[src/pfs_pkg.sv]
package pfs_pkg;
   localparam int DW = 16;
   localparam int AW = 4;

   // Register indices on the plain register port
   localparam logic [3:0] REG_CTRL = 4'h0;
   localparam logic [3:0] REG_VOUT = 4'h1;
   localparam logic [3:0] REG_OV = 4'h2;
   localparam logic [3:0] REG_UV = 4'h3;
   localparam logic [3:0] REG_OC = 4'h4;
   localparam logic [3:0] REG_OT = 4'h5;
   localparam logic [3:0] REG_RESP = 4'h6;
   localparam logic [3:0] REG_TON_DLY = 4'h7;
   localparam logic [3:0] REG_TON_RISE = 4'h8;
   localparam logic [3:0] REG_RETRY_DLY = 4'h9;
   localparam logic [3:0] REG_FSW = 4'hA;
   localparam logic [3:0] REG_STATUS = 4'hB;
   localparam logic [3:0] REG_ADDR = 4'hC;

   // Field positions
   localparam int CTRL_ON = 0;
   localparam int CTRL_OFF = 1;
   localparam int RESP_UV_LATCH = 0;
   localparam int RESP_OV_RETRY = 1;
   localparam int RESP_OC_RETRY = 2;
   localparam int RESP_OT_RETRY = 3;
   localparam int RESP_DLY_EN = 4;
   localparam int RESP_PEER_TX = 5;
   localparam int RESP_PEER_RX = 6;

   // Reset values (mV, mA, degC, us, kHz)
   localparam logic [15:0] VOUT_RST = 16'h04B0;
   localparam int OV_PCT = 15;
   localparam logic [15:0] OV_RST = 16'(VOUT_RST + (VOUT_RST * OV_PCT) / 100);
   localparam logic [15:0] OC_RST = 16'h80E8;
   localparam logic [15:0] OT_RST = 16'h007D;
   localparam logic [15:0] OT_HYST = 16'h000F;
   localparam logic [15:0] RESP_RST = 16'h0000;
   localparam logic [15:0] TON_DLY_RST = 16'h0005;
   localparam logic [15:0] TON_RISE_RST = 16'h01F4;
   localparam logic [15:0] RETRY_DLY_RST = 16'h0064;
   localparam logic [15:0] FSW_RST = 16'h0215;

   // Address strap
   localparam logic [6:0] ADDR_BASE = 7'h19;
   localparam logic [6:0] ADDR_GND = 7'h26;
   localparam logic [6:0] ADDR_OPEN = 7'h28;
   localparam logic [4:0] ADDR_LAST_CODE = 5'h18;
   localparam logic [4:0] STRAP_GND = 5'h19;
   localparam logic [1:0] STRAP_WAIT = 2'h3;

   // Peak overcurrent
   localparam logic [2:0] PK_OC_COUNT = 3'h5;
   localparam logic [31:0] RIPPLE_SCALE = 32'h000F4240;

   // Timing
   localparam int CLK_NS = 40;
   localparam int US_NS = 1000;
   localparam logic [4:0] US_CYC = 5'((US_NS + CLK_NS - 1) / CLK_NS);
   localparam int PEER_PULSE_NS = 10000;
   localparam logic [8:0] PEER_GUARD = 9'h003;
   localparam logic [8:0] PEER_PULSE_CYC = 9'(PEER_PULSE_NS / CLK_NS);

   typedef struct packed {
      logic [15:0] vin_mv;
      logic [15:0] vout_mv;
      logic [15:0] iout_ma;
      logic [15:0] ipk_ma;
      logic [15:0] temp_c;
   } pfs_meas_t;

   typedef struct packed {
      logic peer;
      logic ot;
      logic oc;
      logic ov;
      logic uv;
   } pfs_flt_t;

   typedef enum logic [2:0] {
      ST_OFF = 3'b000,
      ST_DELAY = 3'b001,
      ST_RAMP = 3'b011,
      ST_ON = 3'b010,
      ST_RETRY = 3'b110
   } pfs_state_t;

   function automatic logic [15:0] pfs_uv_strap(input logic [4:0] code);
      case (code)
         5'h00: pfs_uv_strap = 16'h1194;
         5'h01: pfs_uv_strap = 16'h2A30;
         5'h02: pfs_uv_strap = 16'h1054;
         5'h03: pfs_uv_strap = 16'h11EE;
         5'h04: pfs_uv_strap = 16'h13C4;
         5'h05: pfs_uv_strap = 16'h15C2;
         5'h06: pfs_uv_strap = 16'h17F2;
         5'h07: pfs_uv_strap = 16'h1A5E;
         5'h08: pfs_uv_strap = 16'h1CFC;
         5'h09: pfs_uv_strap = 16'h1FF4;
         5'h0A: pfs_uv_strap = 16'h231E;
         5'h0B: pfs_uv_strap = 16'h26AC;
         5'h0C: pfs_uv_strap = 16'h2A94;
         5'h0D: pfs_uv_strap = 16'h2EE0;
         5'h0E: pfs_uv_strap = 16'h3390;
         5'h0F: pfs_uv_strap = 16'h38CC;
         5'h10: pfs_uv_strap = 16'h3E80;
         default: pfs_uv_strap = 16'h1194;
      endcase
   endfunction
endpackage

[src/pfs_supervisor.sv]
// Contract
// - Operation inhibited while input voltage sits below the lockout threshold.
// - Input undervoltage fault takes the configured response.
// - Bus address comes from the strap code, 19h to 31h contiguous.
// - Strap grounded answers at 26h, strap open answers at 28h.
// - Overvoltage flagged above a limit defaulting to target plus 15%.
// - Overvoltage shuts down at once; retry only if configured.
// - Output voltage sampled before the ramp starts.
// - Pre-bias below target: target starts there, drivers on, ramp up.
// - Below-target ramp ends exactly at the configured ramp time.
// - Pre-bias above target: target set there, drivers on, duty preloaded.
// - Above target: power-good at ramp end, then ramp down to target.
// - Pre-bias above overvoltage limit: no turn-on, overvoltage fault declared.
// - Average limit from register; peak threshold derived from vin, fsw, vout.
// - Five consecutive peak crossings shut down immediately.
// - Overcurrent stays off unless overcurrent retry is configured.
// - Temperature compared continuously; shutdown above limit, default 125 C.
// - Over-temperature stays off unless over-temperature retry is configured.
// - Retry waits configured delay, restarts only 15 C below the limit.
// - Still too hot on a check: wait again and repeat.
// - Faults and restarts exchanged with peers over one shared wire.
// - Start-up delay timed from enable; ramp only after it expires.
//
// Chosen here: the register offsets and the strobed register port.
`timescale 1ns/1ps
module pfs_supervisor #(
   parameter int INDUCT_NH = 300
) (
   input wire logic clk,
   input wire logic arst_n,
   input wire logic [pfs_pkg::AW-1:0] reg_addr,
   input wire logic [pfs_pkg::DW-1:0] reg_wdata,
   input wire logic reg_wr,
   input wire logic reg_rd,
   output logic [pfs_pkg::DW-1:0] reg_rdata,
   input wire logic enable_pin,
   input wire logic [4:0] address_strap_pin,
   input wire logic [4:0] input_undervoltage_lockout_strap_pin,
   input wire logic sw_cycle_tick,
   input wire pfs_pkg::pfs_meas_t meas,
   input wire logic peer_fault_bus_in,
   output logic peer_fault_bus_out,
   output logic peer_fault_bus_oe,
   output logic power_good_output,
   output logic drivers_en,
   output logic [15:0] target_mv,
   output logic [15:0] preload_mv,
   output logic preload_strobe,
   output logic [6:0] smbus_address
);
   import pfs_pkg::*;

   logic [12:0] sync1;
   logic [12:0] sync2;
   logic en_s;
   logic tick_s;
   logic peer_s;
   logic [4:0] addr_code;
   logic [4:0] uv_code;
   logic tick_prev;
   logic en_prev;

   logic [15:0] vout_tgt;
   logic [15:0] ov_lim;
   logic [15:0] uv_cmd;
   logic uv_cmd_sel;
   logic [15:0] oc_lim;
   logic [15:0] ot_lim;
   logic [15:0] resp;
   logic [15:0] ton_dly;
   logic [15:0] ton_rise;
   logic [15:0] retry_dly;
   logic [15:0] fsw_khz;
   pfs_flt_t status;
   logic [15:0] next_rdata;

   logic [1:0] strap_cnt;
   logic strap_done;
   logic [15:0] uv_strap_mv;
   logic [15:0] uv_thr;

   logic [4:0] us_div;
   logic us_tick;

   pfs_state_t state;
   logic run_req;
   logic ramp_up;
   logic [15:0] ramp_diff;
   logic [21:0] acc;
   logic [21:0] next_acc;
   logic [20:0] cyc_cnt;
   logic [20:0] rise_cyc;
   logic [15:0] cnt_us;
   logic retry_ot;
   logic [15:0] ot_rearm;

   logic [16:0] ipk_excess;
   logic [15:0] vin_drop;
   logic [79:0] pk_lhs;
   logic [79:0] pk_rhs;
   logic pk_over;
   logic [2:0] pk_cnt;

   logic [8:0] peer_cnt;
   logic [8:0] next_peer_cnt;

   logic wr_ctrl;
   logic on_cmd;
   logic off_cmd;
   logic en_rise;
   logic stop_req;
   logic running;
   logic dly_done;
   logic ov_hit;
   logic oc_hit;
   logic ot_hit;
   logic uv_hit;
   logic peer_hit;
   logic own_hit;
   logic shut;
   logic retry_sel;

   // Pins and straps pass two flops before use
   always_ff @(posedge clk or negedge arst_n) begin
      if (!arst_n) begin
         sync1 <= 13'h0000;
         sync2 <= 13'h0000;
         tick_prev <= 1'b0;
      end else begin
         sync1 <= {enable_pin, sw_cycle_tick, peer_fault_bus_in,
                   address_strap_pin, input_undervoltage_lockout_strap_pin};
         sync2 <= sync1;
         tick_prev <= tick_s;
      end
   end

   assign en_s = sync2[12];
   assign tick_s = sync2[11];
   assign peer_s = sync2[10];
   assign addr_code = sync2[9:5];
   assign uv_code = sync2[4:0];

   // Straps caught once, after the synchronisers have filled
   always_ff @(posedge clk or negedge arst_n) begin
      if (!arst_n) begin
         strap_cnt <= 2'h0;
         strap_done <= 1'b0;
         smbus_address <= ADDR_OPEN;
         uv_strap_mv <= pfs_uv_strap(5'h00);
      end else if (!strap_done) begin
         if (strap_cnt == STRAP_WAIT) begin
            strap_done <= 1'b1;
            uv_strap_mv <= pfs_uv_strap(uv_code);
            if (addr_code <= ADDR_LAST_CODE) begin
               smbus_address <= ADDR_BASE + 7'(addr_code);
            end else if (addr_code == STRAP_GND) begin
               smbus_address <= ADDR_GND;
            end else begin
               smbus_address <= ADDR_OPEN;
            end
         end else begin
            strap_cnt <= strap_cnt + 2'h1;
         end
      end
   end

   // Writing the limit moves lockout from strap to register
   assign uv_thr = uv_cmd_sel ? uv_cmd : uv_strap_mv;

   always_ff @(posedge clk or negedge arst_n) begin
      if (!arst_n) begin
         vout_tgt <= VOUT_RST;
         ov_lim <= OV_RST;
         uv_cmd <= 16'h0000;
         uv_cmd_sel <= 1'b0;
         oc_lim <= OC_RST;
         ot_lim <= OT_RST;
         resp <= RESP_RST;
         ton_dly <= TON_DLY_RST;
         ton_rise <= TON_RISE_RST;
         retry_dly <= RETRY_DLY_RST;
         fsw_khz <= FSW_RST;
      end else if (reg_wr) begin
         unique case (reg_addr)
            REG_VOUT: vout_tgt <= reg_wdata;
            REG_OV: ov_lim <= reg_wdata;
            REG_UV: begin
               uv_cmd <= reg_wdata;
               uv_cmd_sel <= 1'b1;
            end
            REG_OC: oc_lim <= reg_wdata;
            REG_OT: ot_lim <= reg_wdata;
            REG_RESP: resp <= reg_wdata;
            REG_TON_DLY: ton_dly <= reg_wdata;
            REG_TON_RISE: ton_rise <= reg_wdata;
            REG_RETRY_DLY: retry_dly <= reg_wdata;
            REG_FSW: fsw_khz <= reg_wdata;
            default: ;
         endcase
      end
   end

   always_comb begin
      next_rdata = 16'h0000;
      if (reg_rd) begin
         unique case (reg_addr)
            REG_CTRL: next_rdata = 16'({power_good_output, drivers_en,
                                        run_req, state});
            REG_VOUT: next_rdata = vout_tgt;
            REG_OV: next_rdata = ov_lim;
            REG_UV: next_rdata = uv_thr;
            REG_OC: next_rdata = oc_lim;
            REG_OT: next_rdata = ot_lim;
            REG_RESP: next_rdata = resp;
            REG_TON_DLY: next_rdata = ton_dly;
            REG_TON_RISE: next_rdata = ton_rise;
            REG_RETRY_DLY: next_rdata = retry_dly;
            REG_FSW: next_rdata = fsw_khz;
            REG_STATUS: next_rdata = 16'(status);
            REG_ADDR: next_rdata = 16'(smbus_address);
            default: next_rdata = 16'h0000;
         endcase
      end
   end

   always_ff @(posedge clk or negedge arst_n) begin
      if (!arst_n) begin
         reg_rdata <= 16'h0000;
      end else begin
         reg_rdata <= next_rdata;
      end
   end

   // Sticky fault flags; a set in the clearing cycle survives
   always_ff @(posedge clk or negedge arst_n) begin
      if (!arst_n) begin
         status <= pfs_flt_t'(5'h00);
      end else begin
         status <= pfs_flt_t'((status & ~((reg_wr && reg_addr == REG_STATUS)
                   ? reg_wdata[4:0] : 5'h00))
                   | {peer_hit, ot_hit, oc_hit, ov_hit, uv_hit});
      end
   end

   always_ff @(posedge clk or negedge arst_n) begin
      if (!arst_n) begin
         us_div <= 5'h00;
      end else begin
         // Held idle so a timed delay never starts mid-microsecond
         us_div <= (us_tick || shut || state == ST_OFF
                    || state == ST_RAMP) ? 5'h00 : us_div + 5'h01;
      end
   end
   assign us_tick = (us_div == US_CYC - 5'h01);

   // Peak threshold is avg limit plus half ripple; division avoided
   // by cross-multiplying ripple = (vin-vout)*vout/(vin*fsw*L)
   always_comb begin
      ipk_excess = (meas.ipk_ma > oc_lim) ?
                   17'(meas.ipk_ma - oc_lim) : 17'h00000;
      vin_drop = (meas.vin_mv > meas.vout_mv) ?
                 16'(meas.vin_mv - meas.vout_mv) : 16'h0000;
      pk_lhs = 80'(ipk_excess) * 80'(meas.vin_mv) * 80'(fsw_khz)
               * 80'(INDUCT_NH) * 80'h2;
      pk_rhs = 80'(vin_drop) * 80'(meas.vout_mv) * 80'(RIPPLE_SCALE);
      pk_over = (ipk_excess != 17'h00000) && (pk_lhs > pk_rhs);
   end

   // Consecutive switching cycles over the peak threshold
   always_ff @(posedge clk or negedge arst_n) begin
      if (!arst_n) begin
         pk_cnt <= 3'h0;
      end else if (!drivers_en) begin
         pk_cnt <= 3'h0;
      end else if (tick_s && !tick_prev) begin
         if (!pk_over) begin
            pk_cnt <= 3'h0;
         end else if (pk_cnt != PK_OC_COUNT) begin
            pk_cnt <= pk_cnt + 3'h1;
         end
      end
   end

   assign wr_ctrl = reg_wr && (reg_addr == REG_CTRL);
   assign on_cmd = wr_ctrl && reg_wdata[CTRL_ON];
   assign off_cmd = wr_ctrl && reg_wdata[CTRL_OFF];
   assign en_rise = en_s && !en_prev;
   assign stop_req = off_cmd || (!en_s && en_prev);
   assign running = (state == ST_DELAY) || (state == ST_RAMP)
                    || (state == ST_ON);
   assign dly_done = (cnt_us >= ton_dly);
   assign rise_cyc = 21'(ton_rise) * 21'(US_CYC);
   assign next_acc = acc + 22'(ramp_diff);
   assign ot_rearm = (ot_lim > OT_HYST) ? 16'(ot_lim - OT_HYST) : 16'h0000;

   // Overvoltage also judged on the pre-bias sample at delay end
   assign ov_hit = (meas.vout_mv > ov_lim) && ((state == ST_RAMP)
                   || (state == ST_ON) || (state == ST_DELAY && dly_done));
   assign oc_hit = ((state == ST_RAMP) || (state == ST_ON))
                   && ((meas.iout_ma > oc_lim) || pk_cnt == PK_OC_COUNT);
   assign ot_hit = running && (meas.temp_c > ot_lim);
   assign uv_hit = running && (meas.vin_mv < uv_thr);
   assign peer_hit = running && !peer_s && (peer_cnt == 9'h000)
                     && resp[RESP_PEER_RX];
   assign own_hit = ov_hit || oc_hit || ot_hit;
   assign shut = own_hit || uv_hit || peer_hit;
   assign retry_sel = ov_hit ? resp[RESP_OV_RETRY] :
                      oc_hit ? resp[RESP_OC_RETRY] :
                      resp[RESP_OT_RETRY];

   always_ff @(posedge clk or negedge arst_n) begin
      if (!arst_n) begin
         state <= ST_OFF;
         run_req <= 1'b0;
         en_prev <= 1'b0;
         drivers_en <= 1'b0;
         power_good_output <= 1'b0;
         target_mv <= 16'h0000;
         preload_mv <= 16'h0000;
         preload_strobe <= 1'b0;
         ramp_up <= 1'b0;
         ramp_diff <= 16'h0000;
         acc <= 22'h000000;
         cyc_cnt <= 21'h000000;
         cnt_us <= 16'h0000;
         retry_ot <= 1'b0;
      end else begin
         en_prev <= en_s;
         preload_strobe <= 1'b0;
         if (en_rise || on_cmd) begin
            run_req <= 1'b1;
         end
         if (stop_req) begin
            state <= ST_OFF;
            run_req <= 1'b0;
            drivers_en <= 1'b0;
            power_good_output <= 1'b0;
         end else if (shut) begin
            drivers_en <= 1'b0;
            power_good_output <= 1'b0;
            cnt_us <= 16'h0000;
            retry_ot <= ot_hit && !ov_hit && !oc_hit;
            if (own_hit) begin
               state <= retry_sel ? ST_RETRY : ST_OFF;
               if (!retry_sel) begin
                  run_req <= 1'b0;
               end
            end else begin
               // Peer shutdown restarts through the normal delay
               state <= ST_OFF;
               if (uv_hit && resp[RESP_UV_LATCH]) begin
                  run_req <= 1'b0;
               end
            end
         end else begin
            unique case (state)
               ST_OFF: begin
                  // Peer line must be released before a restart
                  if (run_req && meas.vin_mv >= uv_thr
                      && meas.temp_c <= ot_lim && peer_s) begin
                     state <= ST_DELAY;
                     cnt_us <= 16'h0000;
                  end
               end
               ST_DELAY: begin
                  if (dly_done) begin
                     target_mv <= meas.vout_mv;
                     drivers_en <= 1'b1;
                     acc <= 22'h000000;
                     cyc_cnt <= 21'h000000;
                     state <= ST_RAMP;
                     if (meas.vout_mv < vout_tgt) begin
                        ramp_up <= 1'b1;
                        ramp_diff <= 16'(vout_tgt - meas.vout_mv);
                     end else begin
                        ramp_up <= 1'b0;
                        ramp_diff <= 16'h0000;
                        preload_mv <= meas.vout_mv;
                        preload_strobe <= 1'b1;
                     end
                  end else if (us_tick) begin
                     cnt_us <= cnt_us + 16'h0001;
                  end
               end
               ST_RAMP: begin
                  cyc_cnt <= cyc_cnt + 21'h000001;
                  if (cyc_cnt + 21'h000001 >= rise_cyc) begin
                     // Snap keeps the ramp time fixed whatever the start
                     if (ramp_up) begin
                        target_mv <= vout_tgt;
                     end
                     power_good_output <= 1'b1;
                     state <= ST_ON;
                  end else if (ramp_up) begin
                     if (next_acc >= 22'(rise_cyc)) begin
                        target_mv <= target_mv + 16'h0001;
                        acc <= next_acc - 22'(rise_cyc);
                     end else begin
                        acc <= next_acc;
                     end
                  end
               end
               ST_ON: begin
                  if (us_tick && target_mv > vout_tgt) begin
                     target_mv <= target_mv - 16'h0001;
                  end else if (us_tick && target_mv < vout_tgt) begin
                     target_mv <= target_mv + 16'h0001;
                  end
               end
               ST_RETRY: begin
                  if (!resp[RESP_DLY_EN] || cnt_us >= retry_dly) begin
                     if (retry_ot && meas.temp_c >= ot_rearm) begin
                        cnt_us <= 16'h0000;
                     end else begin
                        state <= ST_OFF;
                     end
                  end else if (us_tick) begin
                     cnt_us <= cnt_us + 16'h0001;
                  end
               end
               default: state <= ST_OFF;
            endcase
         end
      end
   end

   // Own fault pulls the peer wire low; the guard hides our own
   // release while it travels back through the synchroniser
   always_comb begin
      next_peer_cnt = peer_cnt;
      if (own_hit && !stop_req && resp[RESP_PEER_TX]
          && peer_cnt == 9'h000) begin
         next_peer_cnt = PEER_PULSE_CYC + PEER_GUARD;
      end else if (peer_cnt != 9'h000) begin
         next_peer_cnt = peer_cnt - 9'h001;
      end
   end

   always_ff @(posedge clk or negedge arst_n) begin
      if (!arst_n) begin
         peer_cnt <= 9'h000;
         peer_fault_bus_oe <= 1'b0;
         peer_fault_bus_out <= 1'b0;
      end else begin
         peer_cnt <= next_peer_cnt;
         peer_fault_bus_oe <= (next_peer_cnt > PEER_GUARD);
         peer_fault_bus_out <= 1'b0;
      end
   end
endmodule // pfs_supervisor

[config.mk]
export PLATFORM = sky130hd
export DESIGN_NAME = pfs_supervisor
export DESIGN_NICKNAME = d
export VERILOG_FILES = /design/src/pfs_pkg.sv /design/src/pfs_supervisor.sv
export SDC_FILE = /design/constraint.sdc
export NUM_CORES = 2
export LEC_CHECK = 0
export ABC_AREA = 1
export BUFFER_PORTS_ARGS = -buffer_cell sky130_fd_sc_hd__buf_2
export CAP_MARGIN = 20
export CORE_ASPECT_RATIO = 0.7
export CORE_MARGIN = 2
export CORE_UTILIZATION = 40
export DETAILED_ROUTE_END_ITERATION = 8
export PLACE_DENSITY = 0.57
export SYNTH_ARGS = -nofsm -noshare
export SYNTH_HDL_FRONTEND = slang
export SYNTH_SLANG_ARGS = --single-unit
[constraint.sdc]
create_clock -name clk -period 21.9 [get_ports clk]
set_clock_uncertainty 0.05 [all_clocks]
set_input_delay 1.095 -clock clk [delete_from_list [all_inputs] [get_ports clk]]
set_output_delay 1.095 -clock clk [all_outputs]
set_load 0.1 [all_outputs]
==> results by group <==
Status
  • Run status: completed

CTS
  • # Post-CTS Setup Buffers: 0
  • Clock latency on the worst-skew pair: 0.62 ns
  • Clock sink count: 366
  • Resized cells post-CTS: 0
  • Worst-path clk slew: 0.07 ns
  • TritonCTS clock tree: done
  • Total CTS buffers: 37
  • Hold Buf Count CTS: 0
  • Root buf cell: clkbuf_16
  • CTS Buffer Depth: 3
  • CTS H-tree depth: 2

Setup path
  • CP Data Arrival Time: 20.67 ns
  • Cell mode on critical path: inv_1
  • Crit-path max cell delay: 0.57 ns
  • R2r startpoint: oc_lim[3]
  • Crit-path slowest cell: fa_1
  • Crit path capture type: register
  • Startpoint types: register
  • CP max FO: 11
  • CP Data Required Time: 22.32 ns
  • Reg2reg setup slack: 1.66 ns
  • Worst Reg2Reg Path Length in Cells: 84
  • Critical path class: register to register
  • Worst r2r dst: pk_cnt[1]

Yosys
  • Post-synth EDFFs: 0
  • Synthesized cell area: 0.0765 mm^2
  • Synthesized area per cell: 7.75 um^2
  • Syn. warnings: 0
  • Asr flop ratio synth: 100%
  • Most used DFF post-synth: dfrtp_1
  • Synth top area share: 28.1%
  • Sequential area share after synthesis: 12.0%
  • Area leader, netlist: fa_1
  • Post-Synthesis Cells: 9873
  • Top post-synthesis cells by area: fa_1 (28%), ha_1 (16%), dfrtp_1 (11%)
  • #FFs+latches synth: 366
  • Netlist cell types: 74

Global routing
  • First-pass GRT wire length: 414000 um
  • Vias in the first global route: 65096
  • Initial antenna violation count: 27
  • Grt ovf: 0
  • Largest net degree at the start of global routing: 106
  • GRT Util Overall: 27.9%

Detailed routing
  • Post-route ant nets: 0
  • DRT Pass-1 Iters: 6
  • DRC violation count after routing: 0
  • WL/cell: 22.0 um
  • Vias: 67222
  • Initial DRC count: 6878
  • Routed vias/inst: 5.39
  • Final WL: 274000 um

Die
  • Die Y: 370 um
  • I/O Pins: 177
  • Core region area: 0.190 mm^2
  • Overall die width: 527 um
  • Initial core utilization: 40.2%
  • Cell Rows: 134
  • Die area: 0.195 mm^2

Timing
  • Setup TNS: 0 ns
  • Fin crit share: 92.4%
  • Fin. Hold Viols: 0
  • Final worst path period need: 20.24 ns
  • Final count of pins violating max slew: 0
  • Least-Margin Pin Slew: 1.24 ns
  • Max-slew headroom: 16.3%
  • RSZ-0062 raised after global routing: no
  • Endpoints failing setup: 0
  • Fmax: 0.0494 GHz

Layout
  • Layout Nets: 12116
  • Share of layout cells above drive strength 1: 5.17%
  • Fillers: 19400
  • Most common cell after layout, fill and taps aside: inv_1
  • Area growth, synth to finish: 6.80%
  • Most frequent cells in the layout: inv_1 (2119), nand2_1 (2007), fa_1 (1074), ha_1 (996), nor2_1 (853)

Worst hold path
  • Hold/Removal Path Class: register to register
  • Hold path cells: 0
  • HP Start: sync1[8]
  • Hold Path Sink: sync2[8]

Placement
  • Post-DP HPWL: 232000 um
  • IO Port Bufs: 174
  • Routability Congestion: 1.02

Flow run
  • Max-cap violations: 0
-- critical path: cells and delay by family, from the launching register on --
| kind | cells | cell delay, ns |
|---|---|---|
| AOI/OAI and AO/OA | 11 | 2.50 |
| xor gates and xnor gates | 2 | 0.64 |
| adders and majority gates | 21 | 9.43 |
| buffers and inverters | 19 | 2.08 |
| DFF | 1 | 0.54 |
| and+or+nand+nor | 31 | 4.86 |
-- metal layers --
metal | vias to the layer above | part of all wire, % | GRT usage [%]
li1 | 30777 | - | -
met1 | 33347 | 49 | 44.7
met2 | 2859 | 38 | 36.5
met3 | 217 | 11 | 8.65
met4 | 22 | 1.3 | 3.42
met5 | - | 0.13 | 0.824
-- metrics by stage --
stage	cell area [um^2]	hold slack [ns]	util (%)	worst slack (ns)	cells
5_1_grt	81700	0.311	42.9	0.400	12473
6_report	81700	0.300	42.9	1.66	12478
4_1_cts	81500	0.301	42.8	2.00	12467
2_1_floorplan	76500	0.281	-	4.64	9874
3_5_place_dp	80200	0.286	42.1	1.46	12400
3_3_place_gp	80100	0.286	42.1	1.64	12398
-- kinds of logic (layout without fill, tap and decap cells) --
logic type / Yosys count / count (layout) / synth area share (%)
flip-flops: 366 / 366 / 12.0
other: 1 / 7 / 0.00490
AO/OA/AOI/OAI: 1253 / 1253 / 9.46
buffers and inverters: 2411 / 2494 / 12.0
adder cells (fa/ha/maj): 2070 / 2070 / 44.4
multiplexers: 11 / 11 / 0.144
XOR/XNOR: 305 / 305 / 3.49
AND/OR/NAND/NOR: 3456 / 3456 / 18.5
-- worst max path at each step --
stage / start / end / slack, ns / depth (start not counted)
finish: oc_lim[3] / pk_cnt[1] / 1.66 / 84
global route: oc_lim[3] / pk_cnt[0] / 0.40 / 88
CTS: oc_lim[3] / pk_cnt[1] / 2.00 / 84
detailed placement: meas[16] / pk_cnt[2] / 1.46 / 82
global placement: meas[16] / pk_cnt[2] / 1.64 / 82
floorplan: meas[16] / pk_cnt[0] / 4.64 / 83
-- flip-flops by register name, indices dropped and copies added, names as in the netlist, 16 cells and up --
| register | count |
|---|---|
| uv_cmd | 16 |
| ton_rise | 16 |
| cnt_us | 16 |
| oc_lim | 16 |
| ov_lim | 16 |
| vout_tgt | 16 |
| fsw_khz | 16 |
| preload_mv | 16 |
| reg_rdata | 16 |
| cyc_cnt | 21 |
| acc | 22 |
| ot_lim | 16 |
| resp | 16 |
| ramp_diff | 16 |
| target_mv | 16 |
| retry_dly | 16 |
| ton_dly | 16 |
-- final cells by class --
type	count	area (um^2)	share of cell area (%)
Timing Repair Buffer	277	1760	2.15
Multi-Input combinational cell	7097	58100	71.2
Clock buffer	51	1050	1.29
Clock inverter	16	295	0.362
Inverter	2150	8070	9.88
Tap cell	2516	3150	3.85
Sequential cell	366	9210	11.3
Antenna cell	5	12.5	0.0153
-- synth_stat cells, types with 36 or more instances --
library cell  count
ha_1            996
o21bai_1         36
nand3_1         274
xor2_1          192
or2_2            76
o22ai_1          39
nand2_1        2007
nor2_1          854
a31oi_1          55
buf_2            44
inv_1          2120
nand4_1          96
a21oi_1         467
dfstp_2          42
o21ai_0         404
clkbuf_1        199
xnor2_1         113
fa_1           1074
dfrtp_1         324
nor3_1           84
Power is not shown: default switching activity piles up to over one toggle a cycle in this logic, so the estimate is an artifact.
